==> src/design/switch_link_pkg.sv <==
package switch_link_pkg;
	// ----------------------------------------
	// clock and timing
	// ----------------------------------------
	localparam int REF_CLK_NS = 40;
	localparam int SCLK_HIGH_NS = 240;
	localparam int SCLK_LOW_NS = 240;
	localparam int CS_LEAD_NS = 240;
	localparam int CS_LAG_NS = 240;
	localparam int CS_IDLE_NS = 240;

	// least time to whole cycles, at least one
	function automatic int min_cycles(input int ns);
		int c;
		c = (ns + REF_CLK_NS - 1) / REF_CLK_NS;
		return (c < 1) ? 1 : c;
	endfunction

	localparam int SCLK_HIGH_CYC = min_cycles(SCLK_HIGH_NS);
	localparam int SCLK_LOW_CYC = min_cycles(SCLK_LOW_NS);
	localparam int CS_LEAD_CYC = min_cycles(CS_LEAD_NS);
	localparam int CS_LAG_CYC = min_cycles(CS_LAG_NS);
	localparam int CS_IDLE_CYC = min_cycles(CS_IDLE_NS);
	localparam int TIMER_W = 4;
	localparam logic [TIMER_W-1:0] HIGH_LOAD = TIMER_W'(SCLK_HIGH_CYC - 1);
	localparam logic [TIMER_W-1:0] LOW_LOAD = TIMER_W'(SCLK_LOW_CYC - 1);
	localparam logic [TIMER_W-1:0] LEAD_LOAD = TIMER_W'(CS_LEAD_CYC - 1);
	localparam logic [TIMER_W-1:0] LAG_LOAD = TIMER_W'(CS_LAG_CYC - 1);
	localparam logic [TIMER_W-1:0] IDLE_LOAD = TIMER_W'(CS_IDLE_CYC - 1);

	// ----------------------------------------
	// word layout
	// ----------------------------------------
	localparam int WORD_BITS = 8;
	localparam int FRAME_BITS = 32;
	localparam int COUNT_W = 6;
	localparam logic [COUNT_W-1:0] COUNT_MAX = 6'h20;
	localparam logic [COUNT_W-1:0] COUNT_RESET = 6'h08;

	// ----------------------------------------
	// controller registers
	// ----------------------------------------
	localparam int ADDR_W = 5;
	localparam logic [ADDR_W-1:0] CTRL_OFS = 5'h00;
	localparam logic [ADDR_W-1:0] TX_DATA_OFS = 5'h04;
	localparam logic [ADDR_W-1:0] BIT_COUNT_OFS = 5'h08;
	localparam logic [ADDR_W-1:0] STATUS_OFS = 5'h0c;
	localparam logic [ADDR_W-1:0] RX_DATA_OFS = 5'h10;
	localparam int CTRL_START_BIT = 0;
	localparam int STATUS_BUSY_BIT = 0;
	localparam int STATUS_DONE_BIT = 1;

	typedef enum {ST_IDLE, ST_LEAD, ST_HIGH, ST_LOW, ST_LAG, ST_GAP} ctl_state_type;
endpackage

==> src/design/switch_link_if.sv <==
`timescale 1ns/1ps
// ----------------------------------------
// three-wire link with return data
// ----------------------------------------
interface switch_link_if;
	logic sclk;
	logic cs_n;
	logic serial_in;
	logic serial_out;

	modport controller (
		output sclk,
		output cs_n,
		output serial_in,
		input serial_out
	);

	modport device (
		input sclk,
		input cs_n,
		input serial_in,
		output serial_out
	);
endinterface

==> src/design/switch_controller.sv <==
`timescale 1ns/1ps
// Functional notes
// - shift data in on rising clock while selected
// - bit n closes switch n when one
// - output is last stage, moves on falling edge
// - output equals input eight clocks later
// - switch 7 bit first in, first out
// - switches hold while bits shift
// - select rising latches word, freezes shifting
// - deselected: ignore clock and data, hold output
// - latch on select rise only with clock low
// - master idles clock low
// - power-up clears register, opens switches
// - supply reset pulse clears and opens all
// - shared select updates chained devices together
// - addressed use: one select low, output unused
// - master raises select after the programmed bit count (1 to 32, eight at reset)
module switch_controller (
	// clock and reset
	input wire logic ref_clk,
	input wire logic rstn,
	// avalon-mm slave
	input wire logic [switch_link_pkg::ADDR_W-1:0] address,
	input wire logic read,
	input wire logic write,
	input wire logic [31:0] writedata,
	output logic [31:0] readdata,
	output logic waitrequest,
	// serial link
	switch_link_if.controller link
);
	// ----------------------------------------
	// state and registers
	// ----------------------------------------
	switch_link_pkg::ctl_state_type state_q;
	logic ack_q;
	logic wr_fire;
	logic [31:0] tx_q;
	logic [switch_link_pkg::COUNT_W-1:0] count_q;
	logic [switch_link_pkg::COUNT_W-1:0] left_q;
	logic [switch_link_pkg::TIMER_W-1:0] timer_q;
	logic [31:0] shift_q;
	logic [31:0] rx_q;
	logic done_q;
	logic sclk_q;
	logic cs_n_q;
	logic out_s;
	logic start;
	logic tick;

	// ----------------------------------------
	// bus handshake
	// ----------------------------------------
	// every access answered at its second edge
	assign waitrequest = (read | write) & ~ack_q;
	assign wr_fire = write & ack_q;

	always_ff @(posedge ref_clk or negedge rstn) begin
		if (!rstn) begin
			ack_q <= 1'b0;
		end else begin
			ack_q <= (read | write) & ~ack_q;
		end
	end

	// read data captured the edge before the answer
	always_ff @(posedge ref_clk or negedge rstn) begin
		if (!rstn) begin
			readdata <= '0;
		end else if (read & ~ack_q) begin
			case (address)
				switch_link_pkg::TX_DATA_OFS: readdata <= tx_q;
				switch_link_pkg::BIT_COUNT_OFS: readdata <= {26'h0, count_q};
				switch_link_pkg::STATUS_OFS: readdata <= {30'h0, done_q, state_q != switch_link_pkg::ST_IDLE};
				switch_link_pkg::RX_DATA_OFS: readdata <= rx_q;
				default: readdata <= '0;
			endcase
		end
	end

	// ----------------------------------------
	// configuration registers
	// ----------------------------------------
	always_ff @(posedge ref_clk or negedge rstn) begin
		if (!rstn) begin
			tx_q <= '0;
			count_q <= switch_link_pkg::COUNT_RESET; // one word per frame
		end else if (wr_fire) begin
			if (address == switch_link_pkg::TX_DATA_OFS) begin
				tx_q <= writedata;
			end
			if (address == switch_link_pkg::BIT_COUNT_OFS) begin
				count_q <= writedata[switch_link_pkg::COUNT_W-1:0];
			end
		end
	end

	// start only when idle with a usable count
	assign start = wr_fire && address == switch_link_pkg::CTRL_OFS
		&& writedata[switch_link_pkg::CTRL_START_BIT]
		&& state_q == switch_link_pkg::ST_IDLE
		&& count_q != '0 && count_q <= switch_link_pkg::COUNT_MAX;

	// sticky done, set wins over write-one-clear
	always_ff @(posedge ref_clk or negedge rstn) begin
		if (!rstn) begin
			done_q <= 1'b0;
		end else if (state_q == switch_link_pkg::ST_LAG && tick) begin
			done_q <= 1'b1;
		end else if (wr_fire && address == switch_link_pkg::STATUS_OFS
			&& writedata[switch_link_pkg::STATUS_DONE_BIT]) begin
			done_q <= 1'b0;
		end
	end

	// ----------------------------------------
	// return data crossing
	// ----------------------------------------
	sync_two_flop u_out_sync (
		.ref_clk(ref_clk),
		.rstn(rstn),
		.async_in(link.serial_out),
		.sync_out(out_s)
	);

	// ----------------------------------------
	// frame sequencer
	// ----------------------------------------
	// timer counts down and rests at zero
	assign tick = timer_q == '0;

	always_ff @(posedge ref_clk or negedge rstn) begin
		if (!rstn) begin
			state_q <= switch_link_pkg::ST_IDLE;
			timer_q <= '0;
			left_q <= '0;
			shift_q <= '0;
			rx_q <= '0;
			sclk_q <= 1'b0; // idles low
			cs_n_q <= 1'b1;
		end else begin
			if (!tick) begin
				timer_q <= timer_q - 1'b1;
			end
			case (state_q)
				switch_link_pkg::ST_IDLE: begin
					if (start) begin
						// left-justify, top bit of frame first
						shift_q <= tx_q << (switch_link_pkg::COUNT_MAX - count_q);
						left_q <= count_q;
						rx_q <= '0;
						cs_n_q <= 1'b0; // all chained devices
						timer_q <= switch_link_pkg::LEAD_LOAD;
						state_q <= switch_link_pkg::ST_LEAD;
					end
				end
				switch_link_pkg::ST_LEAD, switch_link_pkg::ST_LOW: begin
					if (tick) begin
						sclk_q <= 1'b1;
						rx_q <= {rx_q[30:0], out_s};
						timer_q <= switch_link_pkg::HIGH_LOAD;
						state_q <= switch_link_pkg::ST_HIGH;
					end
				end
				switch_link_pkg::ST_HIGH: begin
					if (tick) begin
						sclk_q <= 1'b0;
						left_q <= left_q - 1'b1;
						// last bit done: clock stays low through the lag
						if (left_q == 6'h01) begin
							timer_q <= switch_link_pkg::LAG_LOAD;
							state_q <= switch_link_pkg::ST_LAG;
						end else begin
							shift_q <= {shift_q[30:0], 1'b0};
							timer_q <= switch_link_pkg::LOW_LOAD;
							state_q <= switch_link_pkg::ST_LOW;
						end
					end
				end
				switch_link_pkg::ST_LAG: begin
					if (tick) begin
						// clock is low here, all chained latches load
						cs_n_q <= 1'b1;
						timer_q <= switch_link_pkg::IDLE_LOAD;
						state_q <= switch_link_pkg::ST_GAP;
					end
				end
				switch_link_pkg::ST_GAP: begin
					// select held high for the idle gap
					if (tick) begin
						state_q <= switch_link_pkg::ST_IDLE;
					end
				end
				default: begin
					state_q <= switch_link_pkg::ST_IDLE;
				end
			endcase
		end
	end

	// ----------------------------------------
	// link outputs
	// ----------------------------------------
	// all three wires straight from flops
	assign link.sclk = sclk_q;
	assign link.cs_n = cs_n_q;
	assign link.serial_in = shift_q[31];
endmodule // switch_controller

==> src/design/sync_two_flop.sv <==
`timescale 1ns/1ps
module sync_two_flop (
	// clock and reset
	input wire logic ref_clk,
	input wire logic rstn,
	// level in and out
	input wire logic async_in,
	output logic sync_out
);
	logic meta_q;

	// two stages, first read only by second
	always_ff @(posedge ref_clk or negedge rstn) begin
		if (!rstn) begin
			meta_q <= 1'b0;
			sync_out <= 1'b0;
		end else begin
			meta_q <= async_in;
			sync_out <= meta_q;
		end
	end
endmodule // sync_two_flop

==> src/flat_wrapper.sv <==
// flat-port wrapper written by rule: the top's interface ports become plain ports
module switch_controller_flat 
  (ref_clk, rstn, address, read, write, writedata, readdata, waitrequest, link_sclk, link_cs_n, link_serial_in, link_serial_out);
  switch_link_if link_i ();
  input wire logic ref_clk;
  input wire logic rstn;
  input wire logic [switch_link_pkg::ADDR_W-1:0] address;
  input wire logic read;
  input wire logic write;
  input wire logic [31:0] writedata;
  output logic [31:0] readdata;
  output logic waitrequest;
  output wire logic [$bits(link_i.sclk)-1:0] link_sclk;
  output wire logic [$bits(link_i.cs_n)-1:0] link_cs_n;
  output wire logic [$bits(link_i.serial_in)-1:0] link_serial_in;
  input wire logic [$bits(link_i.serial_out)-1:0] link_serial_out;
  assign link_sclk = link_i.sclk;
  assign link_cs_n = link_i.cs_n;
  assign link_serial_in = link_i.serial_in;
  assign link_i.serial_out = link_serial_out;
  switch_controller u_core (.ref_clk(ref_clk), .rstn(rstn), .address(address), .read(read), .write(write), .writedata(writedata), .readdata(readdata), .waitrequest(waitrequest), .link(link_i));
endmodule
==> config.mk <==
export PLATFORM = sky130hd
export DESIGN_NAME = switch_controller_flat
export DESIGN_NICKNAME = d
export VERILOG_FILES = /design/src/design/switch_link_pkg.sv /design/src/design/switch_link_if.sv /design/src/design/switch_controller.sv /design/src/design/sync_two_flop.sv /design/src/flat_wrapper.sv
export SDC_FILE = /design/constraint.sdc
export NUM_CORES = 1
export LEC_CHECK = 0
export BUFFER_PORTS_ARGS = -buffer_cell sky130_fd_sc_hd__buf_2
export CORE_MARGIN = 5
export CORE_UTILIZATION = 55
export DETAILED_ROUTE_END_ITERATION = 16
export PLACE_DENSITY = 0.71
export RECOVER_POWER = 50
export SLEW_MARGIN = 20
export SYNTH_ARGS = -nofsm -noshare
export SYNTH_HDL_FRONTEND = slang
export SYNTH_HIERARCHICAL = 1
export SYNTH_SLANG_ARGS = --single-unit
==> constraint.sdc <==
create_clock -name ref_clk -period 5.1 [get_ports ref_clk]
set_input_delay 1.02 -clock ref_clk [delete_from_list [all_inputs] [get_ports ref_clk]]
set_output_delay 1.02 -clock ref_clk [all_outputs]
set_load 0.02 [all_outputs]
# Yosys cells after proc, flatten, opt, wreduce, memory -nomap -nowiden
# Cells that the tools add are included.
# Widths: inputs -> output; s select.
# word_totals
input_bits	42
elab_cells	99
register_bits	182
out_inout_bits	36
# op_classes
n_reduce_logical	29
n_shift	1
bitwise	5
n_addsub	3
eq_ne	17
n_mux	29
magnitude_cmp	1
# op_table
cell	count
$mux 32	10
$pmux 32 s5	1
$pmux 32 s2	2
$pmux 32 s4	1
$eq 32x2->1 const B	2
$eq 32x3->1 const B	2
$logic_not 32->1	2
$eq 32x1->1 const B	1
$eq 32x4->1 const B	1
$reduce_bool 32->1	1
$shl 32x6->32	1
$mux 4	3
$mux 6	2
$pmux 6 s2	1
$reduce_and 3->1	4
$eq 5x4->1 const B	2
$ne 2x1->1 const B	5
$reduce_bool 2->1	5
$logic_and 1x1->1	8
$pmux 4 s2	1
$eq 6x1->1 const B	1
$le 6x6->1 const B	1
$reduce_bool 6->1	1
$sub 6x1->6 const B	1
other kinds (18)	26

# Depth between registers and ports, before layout
# Gate-level depths: netlist (run 1).
# depth
word_depth	8
ltp_mapped	14
ltp_nobuf	8

# Modules after synthesis
# Netlist (run 1), hierarchy kept.
# modules_own_cells
mod	cells_each	n_inst	seq_area_each_um2	area_each_um2
switch_controller	867	1	3781.1	8469.4
sync_two_flop	2	1	50.0	50.0

# Least setup slack after synthesis (run 1)
# No wires, ideal clock.
# synth_timing
path_kind	reg-to-reg
startpoint	register u_core/count_q[0] in the netlist's numbering
endpoint	register u_core.shift_q[16]
t_required_ns	4.974
path_stages_with_launch	14
setup_ns	0.126
period_less_slack_ns	2.897
arrival_time_ns	2.771
slack_ns	2.203
path_buffers	5
path_cell_list	dfrtp_1 > buf_6 > inv_2 > buf_2 > buf_2 > ha_1 > buf_6 > buf_6 > mux2_4 > mux4_2 > nor2_2 > a211oi_2 > a221oi_2 > a21oi_1
# synth_via
elab_chain_cells	5
elab_cells_between_ends	10
cone_classes	add/sub: 1; order compare: 1; eq/ne: 1; shift: 1; mux: 2; reduce/logical: 4
# synth_rtl
item	line	text
from (decl)	switch_controller.sv:39	logic [switch_link_pkg::COUNT_W-1:0] count_q;
from (signal assigned)	switch_controller.sv:87	count_q <= switch_link_pkg::COUNT_RESET;
from (signal assigned)	switch_controller.sv:93	count_q <= writedata[switch_link_pkg::COUNT_W-1:0];
parallel branches: the longest is 5 deep, another holds $sub 6x6->6	-	
to (signal assigned)	switch_controller.sv:149	shift_q <= tx_q << (switch_link_pkg::COUNT_MAX - count_q);
to (signal assigned)	switch_controller.sv:174	shift_q <= {shift_q[30:0], 1'b0};
to (decl)	switch_controller.sv:42	logic [31:0] shift_q;
# Several ways; the timed one is not identified. The select of a mux whose other input is x is not followed.
# A chain may end at the register's enable or synchronous reset.

# Final worst setup path (run 1)
# layout_timing
startpoint	register u_core/count_q[0] in the netlist's numbering
endpoint	register u_core.shift_q[0]
# Same word-level chain as after synthesis.

==> metrics.cfg, run 1 <==
[floorplan]
start_util_pct=56.04
dieArea_mm2=0.01808
rows=45
die_h_um=134.5
num_io_pins=78
fp.dieW_um=134.5
core_area_mm2=0.01520

[yosys]
synthFlopType=dfrtp_1
yosysSeqAreaShare_pct=44.97
syn_inst=869
syn-cell-area_mm2=0.008519
synth-edff-count=0
syn-num-nets=916
avgSynthCellArea_um2=9.804
synth.distinct_cells=87
synth_warnings=6
ys_ff_latch=153
async_flop_share_pct=100.0

[sta]
setup_viol=0
period_minus_slack_ns=3.408
tns_ns=0
hold_viol_final=0
rsz0062_at_grt=no
post-route-period-util_pct=66.83
slew_violations=81
tightest_slew_ns=2.285
skew_ns=0.008086
max_freq_ghz=0.2934
timing.slew.headroom_pct=-52.32

[outcome]
violations=capacitance limit, slew limit
status=finished with violations

[pwr]
p_per_area_mw_per_mm2=508.7
leakagePower_nw=4.146
ir_worst_vdd_uv=424.7

[placed_design]
io_buffers=77
dp_hpwl_um=14170
place_congestion=0.8941
placed_cells=1073

[critical_path]
crit_path_start=u_core/count_q[0]
start_kind=flip-flop
arrival_ns=3.75
path_cells=inv_2 -> ha_2 -> nor4b_2 -> xnor2_1 -> nand4_2 -> a21boi_4 -> buf_4 -> nand4_1 -> o21ai_0
critical_path_class=flip-flop to flip-flop
cp_slowest_cell=a21boi_4
end_kind=flip-flop
max_stage_delay_ns=0.79
reg2reg_depth=9
crit_required_ns=5.44
cp_max_fo=33
rr_startpoint=u_core/count_q[0]

[clock_network]
cts_root_buf=clkbuf_16
cts_num_sinks=153
clkLatencyLatePin_ns=0.42
post-cts-setup-buffers=0
cts-resized-gates=0
clk_pin_slew_ns=0.06
postCtsHoldBufs=0
cts_tree=yes
htree_num_levels=4
clock_path_buffers=2
cts_made_buffers=17

[global_routing]
antenna_found_initial=0
gr-total-overflow=0
grt_max_degree=77
grt_pass1_vias=6457
gr-usage-all-layers_pct=23.43
grt_pass1_wl_um=34130

[cells_and_area]
drive_gt1_share_pct=21.62
syn_to_final_growth_pct=11.09
multi_input_area_mm2=0.004292
layout.area.seq_mm2=0.003831
fin_cells=1104
diodes=0
fillers=1290
layout.nets=951

[detailed_routing]
wl_per_cell_um=18.76
drtIter0Drc=506
viasPerCell=6.127
ant_nets=0
vias=6764
drt_pass1_iterations=7
wirelength_um=20710
drc=0

[worst_hold_path]
worstHoldStart=u_core/u_out_sync/meta_q
hold_path_class=flip-flop to flip-flop
min_delay_path_depth=0

[job]
max_cap_viol_count=2

## sequential cells by signal, indices dropped and copies added (netlist names)
name / flops
u_core/readdata: 32
u_core/rx_q: 32
u_core/shift_q: 32
u_core/tx_q: 32
u_core/count_q: 6
u_core/left_q: 6
u_core/timer_q: 4
u_core/state_q: 3
u_core/ack_q: 1
u_core/done_q: 1
u_core/link.cs_n: 1
u_core/link.sclk: 1
u_core/u_out_sync/meta_q: 1
u_core/u_out_sync/sync_out: 1
## layout make-up
type | instances | area share, %
tap | 188 | 2.485
clock buffer | 21 | 4.865
sequential | 153 | 40.48
inverter | 8 | 0.3173
clock inverter | 10 | 1.758
multi-input combinational | 636 | 45.35
timing repair buffer | 88 | 4.746
## cell families (layout without fill, tap and decap cells)
family | after synthesis | count (layout) | share of synthesized area [%]
and+or+nand+nor | 280 | 280 | 14.45
AOI/OAI and AO/OA | 232 | 232 | 18.53
DFF | 153 | 153 | 44.97
muxes | 113 | 113 | 15.36
buffers and inverters | 80 | 127 | 5.155
xor gates and xnor gates | 6 | 6 | 0.7932
adders and majority gates | 5 | 5 | 0.7343
## synth_stat cells, types with 8 or more instances
cell type / n / area share [%]
buf_6: 11 / 1.5
mux2_2: 57 / 7.5
nor2_1: 63 / 2.8
mux2i_1: 40 / 4.7
a31oi_1: 9 / 0.66
o21ai_0: 79 / 4.6
nand3_1: 8 / 0.47
nor3_1: 10 / 0.59
o211ai_1: 17 / 1.5
a32oi_1: 8 / 0.82
buf_2: 25 / 1.5
dfrtp_1: 151 / 44
nand2_1: 159 / 7.0
a21oi_1: 26 / 1.5
clkbuf_1: 27 / 1.2
a22oi_1: 31 / 2.7
## placed cells by master (no fill, tap or decap), drive strengths merged, types with 7 or more instances in the layout
master and instances:
a21oi 26, nand3 8, dfrtp 151, a22oi 31
inv 10, a211oi 8, o21ai 82, a31oi 10
nor2 65, clkbuf 37, nor3 11, mux2 66
mux4 7, nand2 160, a32oi 8, mux2i 40
buf 72, o211ai 18
## path summary, 6_finish.rpt
path	to	slack, ns
min	u_core/u_out_sync/sync_out	0.36
max in group asynchronous	u_core/left_q[0]	1.91
max	u_core/shift_q[0]	1.69
min in group asynchronous	u_core/readdata[29]	0.62
max reg2reg	u_core/shift_q[0]	1.69
min reg2reg	u_core/u_out_sync/sync_out	0.36
## per-stage QoR
step	worst slack (ns)	power [W]	util, %	area [µm²]	hold WS [ns]
global placement	1.624	0.003416	58.30	8862	0.3320
finish	1.692	0.004815	62.26	9464	0.3609
detailed placement	1.562	0.003460	58.30	8862	0.3537
global route	1.302	0.005129	62.26	9464	0.3739
floorplan	2.203	0.003111	-	8519	0.3312
CTS	1.703	0.004825	62.42	9489	0.3682
## power by group
| group | switching, W | internal [W] |
|---|---|---|
| Clock | 0.000499 | 0.000846 |
| Combinational | 0.000936 | 0.000656 |
| Sequential | 0.000315 | 0.00156 |
## routing by layer
layer	routed length (µm)	part of all wire (%)	global-route usage, %
met1	9352	45	31.88
met2	9726	47	37.18
met3	1228	5.9	6.297
met4	398	1.9	6.787
met5	0	0	0
## critical path: cells and delay by family (launching register included)
family / cells / cell delay (ns)
DFF: 1 / 0.38
and+or+nand+nor: 3 / 0.69
buffers and inverters: 2 / 0.78
AOI/OAI and AO/OA: 2 / 0.89
xor gates and xnor gates: 1 / 0.18
adders and majority gates: 1 / 0.39
Note: power is estimated with default switching activity, not from simulation.
==> inputs of run 2 (changes only) <==
Settings changed: ABC_AREA from default to 1, PLACE_DENSITY 0.71 to 0.73.
Clock period 5.1 ns to 2.9 ns, I/O delays scaled along.
==> run 2 against run 1 <==
  * The flow still finishes with violations (capacitance limit, slew limit)
  * Combinational power is 14% higher
  * Register-to-register slack worse by 1.2 ns
  * Cell area is 4.0% higher
  * Worst hold slack worse by 0.10 ns
  * Clock power is 61% higher
==> metrics.cfg, run 2 <==
[outcome]
status=finished with violations
violations=capacitance limit, slew limit

[global_routing]
gr-usage-all-layers_pct=25.69
antenna_found_initial=0
grt_max_degree=68
grt_pass1_wl_um=38410
grt_pass1_vias=7968
gr-total-overflow=0

[detailed_routing]
wl_per_cell_um=14.61
drt_pass1_iterations=5
viasPerCell=5.376
wirelength_um=22170
vias=8156
ant_nets=0
drtIter0Drc=746
drc=0

[pwr]
p_comb_share_pct=28.9
swShare_pct=36.22
seqPwrFrac_pct=36.8
p_clk_share_pct=34.3
ir_worst_vdd_uv=542.4
p_total_w=0.006294
p_per_area_mw_per_mm2=639.2
p_sw_w=0.002279
p_int_w=0.004014
leakagePower_nw=5.146

[critical_path]
cp_slowest_cell=dfrtp_1
max_stage_delay_ns=0.39
end_kind=flip-flop
path_cells=inv_2 -> nand2_2 -> nor2_8 -> nand2_2 -> nor2_4 -> nand2_1 -> nand2_4 -> nand3_4 -> inv_2 -> nand3_1 -> o21ai_1
reg2reg_depth=11
critical_path_class=flip-flop to flip-flop
timing.rr.end=u_core/shift_q[0]
arrival_ns=2.80
regToRegSetupSlack_ns=0.45
start_kind=flip-flop
crit_required_ns=3.25
rr_startpoint=u_core/state_q[0]
cp_max_fo=27

[yosys]
synth_compound_area_share_pct=8.380
yosys.area_share.adder_pct=0.7126
synth.top_cell.area_share_pct=43.04
avgSynthCellArea_um2=7.103
synth-xor-area-share_pct=0.3990
syn-num-nets=1283
synth-simple-area-share_pct=35.56
synth_warnings=6
syn-cell-area_mm2=0.008780
synth_common_cells=428 x nand2_1, 191 x nand3_1, 151 x dfrtp_1, 117 x inv_1, 79 x o21ai_0
synth.most_common_cell=nand2_1
syn_inst=1236
synth_top_family_by_area=simple AND/OR/NAND/NOR gates
ys_top_cells_by_area=dfrtp_1 43%, nand2_1 18%, nand3_1 11%, inv_1 5.0%, o21ai_0 4.5%
synthMuxAreaShare_pct=2.294
synth.distinct_cells=34
synthFlopType=dfrtp_1
yosysTopAreaCell=dfrtp_1
yosysSeqAreaShare_pct=43.64
ys_ff_latch=153
synth-edff-count=0
async_flop_share_pct=100.0

[clock_network]
cts_root_buf=clkbuf_16
clock_path_buffers=2
htree_num_levels=4
cts_tree=yes
cts_made_buffers=17
post-cts-setup-buffers=0
cts-resized-gates=0
postCtsHoldBufs=0
clkLatencyLatePin_ns=0.43
clk_pin_slew_ns=0.06
cts_num_sinks=153

[worst_hold_path]
worstHoldStart=link_serial_out
hold_end=u_core/u_out_sync/meta_q
min_delay_path_depth=1
hold_path_class=input pin to flip-flop

[sta]
hold_viol_final=0
period_minus_slack_ns=2.451
post-route-period-util_pct=84.53
tns_ns=0
max_freq_ghz=0.4079
skew_ns=0.008921
setup_viol=0
tightest_slew_ns=1.658
rsz0062_at_grt=no
slew_violations=67
timing.slew.headroom_pct=-10.55

[placed_design]
dp_hpwl_um=15600
io_buffers=77
place_congestion=0.9392

[job]
max_cap_viol_count=1

[floorplan]
fp.dieW_um=136.3
dieArea_mm2=0.01859
die_h_um=136.3
rows=46
core_area_mm2=0.01577
start_util_pct=55.67
num_io_pins=78

[cells_and_area]
syn_to_final_growth_pct=12.16
diodes=0
drive_gt1_share_pct=12.84
layout.nets=1335
mostFrequentLayoutCells=429 x nand2_1, 191 x nand3_1, 151 x dfrtp_1
final_common_cell=nand2_1
final_core_util_pct=62.44

==> run 2: changes by cell type after synthesis, moves of 9 or more <==
cell and change:
nand3_1 +183, inv_1 +110, mux2i_1 -39, nand4_1 +18
o211ai_1 -13, a22oi_1 -31, nand2_1 +269, a31oi_1 -9
mux2_2 -40, buf_6 -9, o21ai_1 +15, o22ai_1 +15
==> run 2: stage by stage <==
| step | std cells | instance area, µm² | worst slack [ns] | hold slack [ns] |
|---|---|---|---|---|
| after floorplan | 1236 | 8780 | 0.6661 | 0.2844 |
| after global placement | 1485 | 9305 | 0.4322 | 0.3340 |
| final | 1517 | 9847 | 0.4486 | 0.2601 |
| after global routing | 1517 | 9847 | 0.2740 | 0.2532 |
| after CTS | 1517 | 9878 | 0.5580 | 0.1716 |
| after detailed placement | 1485 | 9305 | 0.3724 | 0.3524 |
==> run 2: layout make-up <==
class | instances | area [µm²]
well taps | 216 | 270.3
inverters | 126 | 473.0
fillers | 1453 | 5923
clock inverters | 11 | 112.6
clock buffers | 21 | 460.4
multi-input cells | 891 | 4154
repair buffers | 99 | 545.5
flip-flops and latches | 153 | 3831
==> run 2: worst max path at each step <==
stage	from	to
2_1_floorplan	u_core/count_q[0]	u_core/shift_q[29]
3_3_place_gp	address[1]	u_core/shift_q[0]
3_5_place_dp	address[1]	u_core/shift_q[0]
4_1_cts	u_core/state_q[2]	u_core/shift_q[0]
5_1_grt	u_core/state_q[0]	u_core/shift_q[3]
6_report	u_core/state_q[0]	u_core/shift_q[0]
==> run 2: power groups by stage <==
stage               Clock [W]  Combinational (W)  Sequential [W]
floorplan                   0            0.00131         0.00233
global placement            0            0.00180         0.00235
detailed placement          0            0.00180         0.00235
CTS                   0.00220            0.00181         0.00232
global route          0.00229            0.00207         0.00233
finish                0.00216            0.00182         0.00232
==> run 2: logic make-up (layout without fill, tap and decap cells) <==
group	after synthesis	count (layout)
AND/OR/NAND/NOR	726	726
buffers and inverters	192	257
AO/OA/AOI/OAI	138	138
adder cells (fa/ha/maj)	5	5
multiplexers	18	18
XOR/XNOR	4	4
flip-flops	153	153
==> run 2: per-layer routing <==
layer | vias to the layer above | global-route usage, % | wire (µm)
met5 | - | 0 | 0
li1 | 4076 | - | -
met3 | 25 | 4.589 | 1047
met1 | 3820 | 35.74 | 10070
met4 | 0 | 6.215 | 274
met2 | 235 | 41.96 | 10780
==> run 2: critical path: cells and delay by family (launching register included) <==
kind	cells	cell delay, ns
DFF	1	0.39
AOI/OAI and AO/OA	1	0.09
and+or+nand+nor	8	1.37
buffers and inverters	2	0.51
==> inputs of run 3 (changes only) <==
Settings changed: ABC_AREA 1 to 0, CORE_UTILIZATION 55 to 54, PLACE_DENSITY 0.73 to 0.72.
Clock period 2.9 ns to 2.2 ns, I/O delays scaled along.
==> run 3 against run 2 <==
  * The flow finishes with violations (capacitance limit, slew limit, setup timing)
  * Via count fell by 7.7%
  * Register-to-register slack got worse by 0.66 ns
  * First-iteration DRC count rose by 4.2%
  * Clock skew fell by 0.0020 ns
  * Sequential cell count did not move
  * Core utilization rose by 6.8 points
  * Die area fell by 1.1%
  * Sequential power rose by 87%
  * Total power rose by 100%
  * Count of clock-buffer cells in the layout fell by 1
  * Fmax rose by 1.7%
  * Critical path type unchanged
  * Critical endpoint is now u_core/shift_q[16]
==> metrics.cfg, run 3 (synthesis gave the netlist of run 1 again) <==
[outcome]
status=finished with violations
violations=capacitance limit, slew limit, setup timing

[critical_path]
start_kind=flip-flop
crit_required_ns=2.51
path_cells=clkinv_4 -> ha_4 -> buf_8 -> mux2_4 -> mux4_2 -> nor2_2 -> a211oi_2 -> a221oi_2 -> a21oi_1
cp_max_fo=8
critical_path_class=flip-flop to flip-flop
max_stage_delay_ns=0.53
cp_slowest_cell=mux4_2
end_kind=flip-flop
arrival_ns=2.72

[global_routing]
gr-total-overflow=0
use_met3_pct=6.278
grt_max_degree=59
grt_busiest_layer=met2
grt_pass1_vias=7129
use_met1_pct=37.97
antenna_found_initial=0
gr-usage-all-layers_pct=27.29
met2_usage_pct=42.23
grt_pass1_wl_um=39150

[job]
max_cap_viol_count=1

[clock_network]
htree_num_levels=4
clk_pin_slew_ns=0.07
cts_made_buffers=17
cts_tree=yes
cts_num_sinks=153
cts_root_buf=clkbuf_16
clkLatencyLatePin_ns=0.43
clock_path_buffers=2

[sta]
tightest_slew_ns=1.505
layout_setup_ws_ns=-0.2105
period_minus_slack_ns=2.410
tns_ns=-2.838
slew_violations=58
max_freq_ghz=0.4149
whs_ns=0.1109
rsz0062_at_grt=yes
setup_viol=24
timing.slew.headroom_pct=-0.3160
hold_viol_final=0
skew_ns=0.006954
post-route-period-util_pct=109.6

[cells_and_area]
layout.nets=1049
layout.area.seq_mm2=0.003831
fin_cells=1231
drive_gt1_share_pct=35.17
fillers=1201
diodes=0
mostFrequentLayoutCells=156 x nand2_1, 151 x dfrtp_1, 84 x buf_4
final_common_cell=nand2_1
multi_input_area_mm2=0.004639
final_core_util_pct=69.23
syn_to_final_growth_pct=27.21

[worst_hold_path]
hold_path_class=input pin to flip-flop

[detailed_routing]
wirelength_um=25250
drt_pass1_iterations=5
viasPerCell=6.118
drc=0
drtIter0Drc=777
vias=7531
ant_nets=0
wl_per_cell_um=20.51

[placed_design]
dp_hpwl_um=16670
placed_cells=1176
io_buffers=77
place_congestion=0.9334

[pwr]
ir_worst_vdd_uv=665.3
p_clk_share_pct=24.5
p_sw_w=0.004731
swShare_pct=37.40
p_int_w=0.007920
p_per_area_mw_per_mm2=1167
seqPwrFrac_pct=34.4
p_comb_share_pct=41.1
leakagePower_nw=4.776

[floorplan]
dieArea_mm2=0.01839
die_h_um=135.6
core_area_mm2=0.01566
num_io_pins=78
start_util_pct=54.42
rows=46
fp.dieW_um=135.6

==> run 3: cell count changes in the layout (fill, tap and decap cells not counted), sizes merged, moves of 10 or more <==
cell | previous run | this run
nand2 | 434 | 160
nand3 | 194 | 8
inv | 129 | 11
buf | 88 | 179
mux2 | 17 | 66
mux2i | 1 | 40
a22oi | 0 | 31
nand4 | 20 | 3
o22ai | 17 | 2
o211ai | 4 | 18
o21ai | 96 | 82
a31oi | 0 | 10
==> run 3: worst paths after layout <==
path                                           from                         end  slack, ns  cells after the start
setup / recovery                  u_core/count_q[0]          u_core/shift_q[16]      -0.21                      9
hold reg to reg            u_core/u_out_sync/meta_q  u_core/u_out_sync/sync_out       0.36                      0
max in group asynchronous                      rstn            u_core/link.cs_n       0.24                      3
hold / removal                      link_serial_out    u_core/u_out_sync/meta_q       0.11                      1
min in group asynchronous                      rstn              u_core/rx_q[8]       0.91                      2
setup reg to reg                  u_core/count_q[0]          u_core/shift_q[16]      -0.21                      9
==> run 3: timing repair <==
item / in CTS / in global routing
hold endpoints to repair: 9 / 0
cloned: 2 / 3
endpoints found under the setup margin: 32 / 61
pin swaps: 17 / 26
resized for setup: 33 / 45
hold buffers: 1 / 0
buffers inserted: 8 / 9
==> run 3: layer usage <==
layer / vias to the layer above / share of wire (%)
met5: - / 0
met4: 0 / 2.3
met3: 59 / 7.7
met2: 350 / 47
met1: 3705 / 43
li1: 3417 / -
==> run 3: critical path, delay by kind of cell (launching register included) <==
| kind | cells | cell delay [ns] |
|---|---|---|
| fa+ha+maj | 1 | 0.35 |
| buf+inv | 2 | 0.22 |
| mux | 2 | 0.85 |
| simple gates | 1 | 0.12 |
| compound gates | 3 | 0.35 |
| flops | 1 | 0.39 |
==> run 3: power by group through the flow <==
stage | clock network [W] | registers [W] | logic [W]
after floorplan | 0 | 0.00412 | 0.00329
after global placement | 0 | 0.00432 | 0.00436
after detailed placement | 0 | 0.00434 | 0.00446
after CTS | 0.00314 | 0.00432 | 0.00479
after global routing | 0.00327 | 0.00445 | 0.00563
final | 0.00310 | 0.00435 | 0.00520
==> run 3: final cells by class <==
cell class / instances / share of cell area (%)
clock buffers: 20 / 4.214
clock inverters: 12 / 1.501
inverters: 8 / 0.3233
multi-input cells: 637 / 42.81
flip-flops and latches: 153 / 35.35
well taps: 216 / 2.494
repair buffers: 185 / 13.31
==> run 3: metrics by stage <==
step                total power (W)  setup WS, ns  area (µm²)
floorplan                  0.007413       -0.5136        8668
global placement           0.008674       -0.1760        9654
detailed placement         0.008804       -0.2174        9654
CTS                         0.01225       -0.1951       10550
global route                0.01335       -0.2732       10840
finish                      0.01265       -0.2105       10840
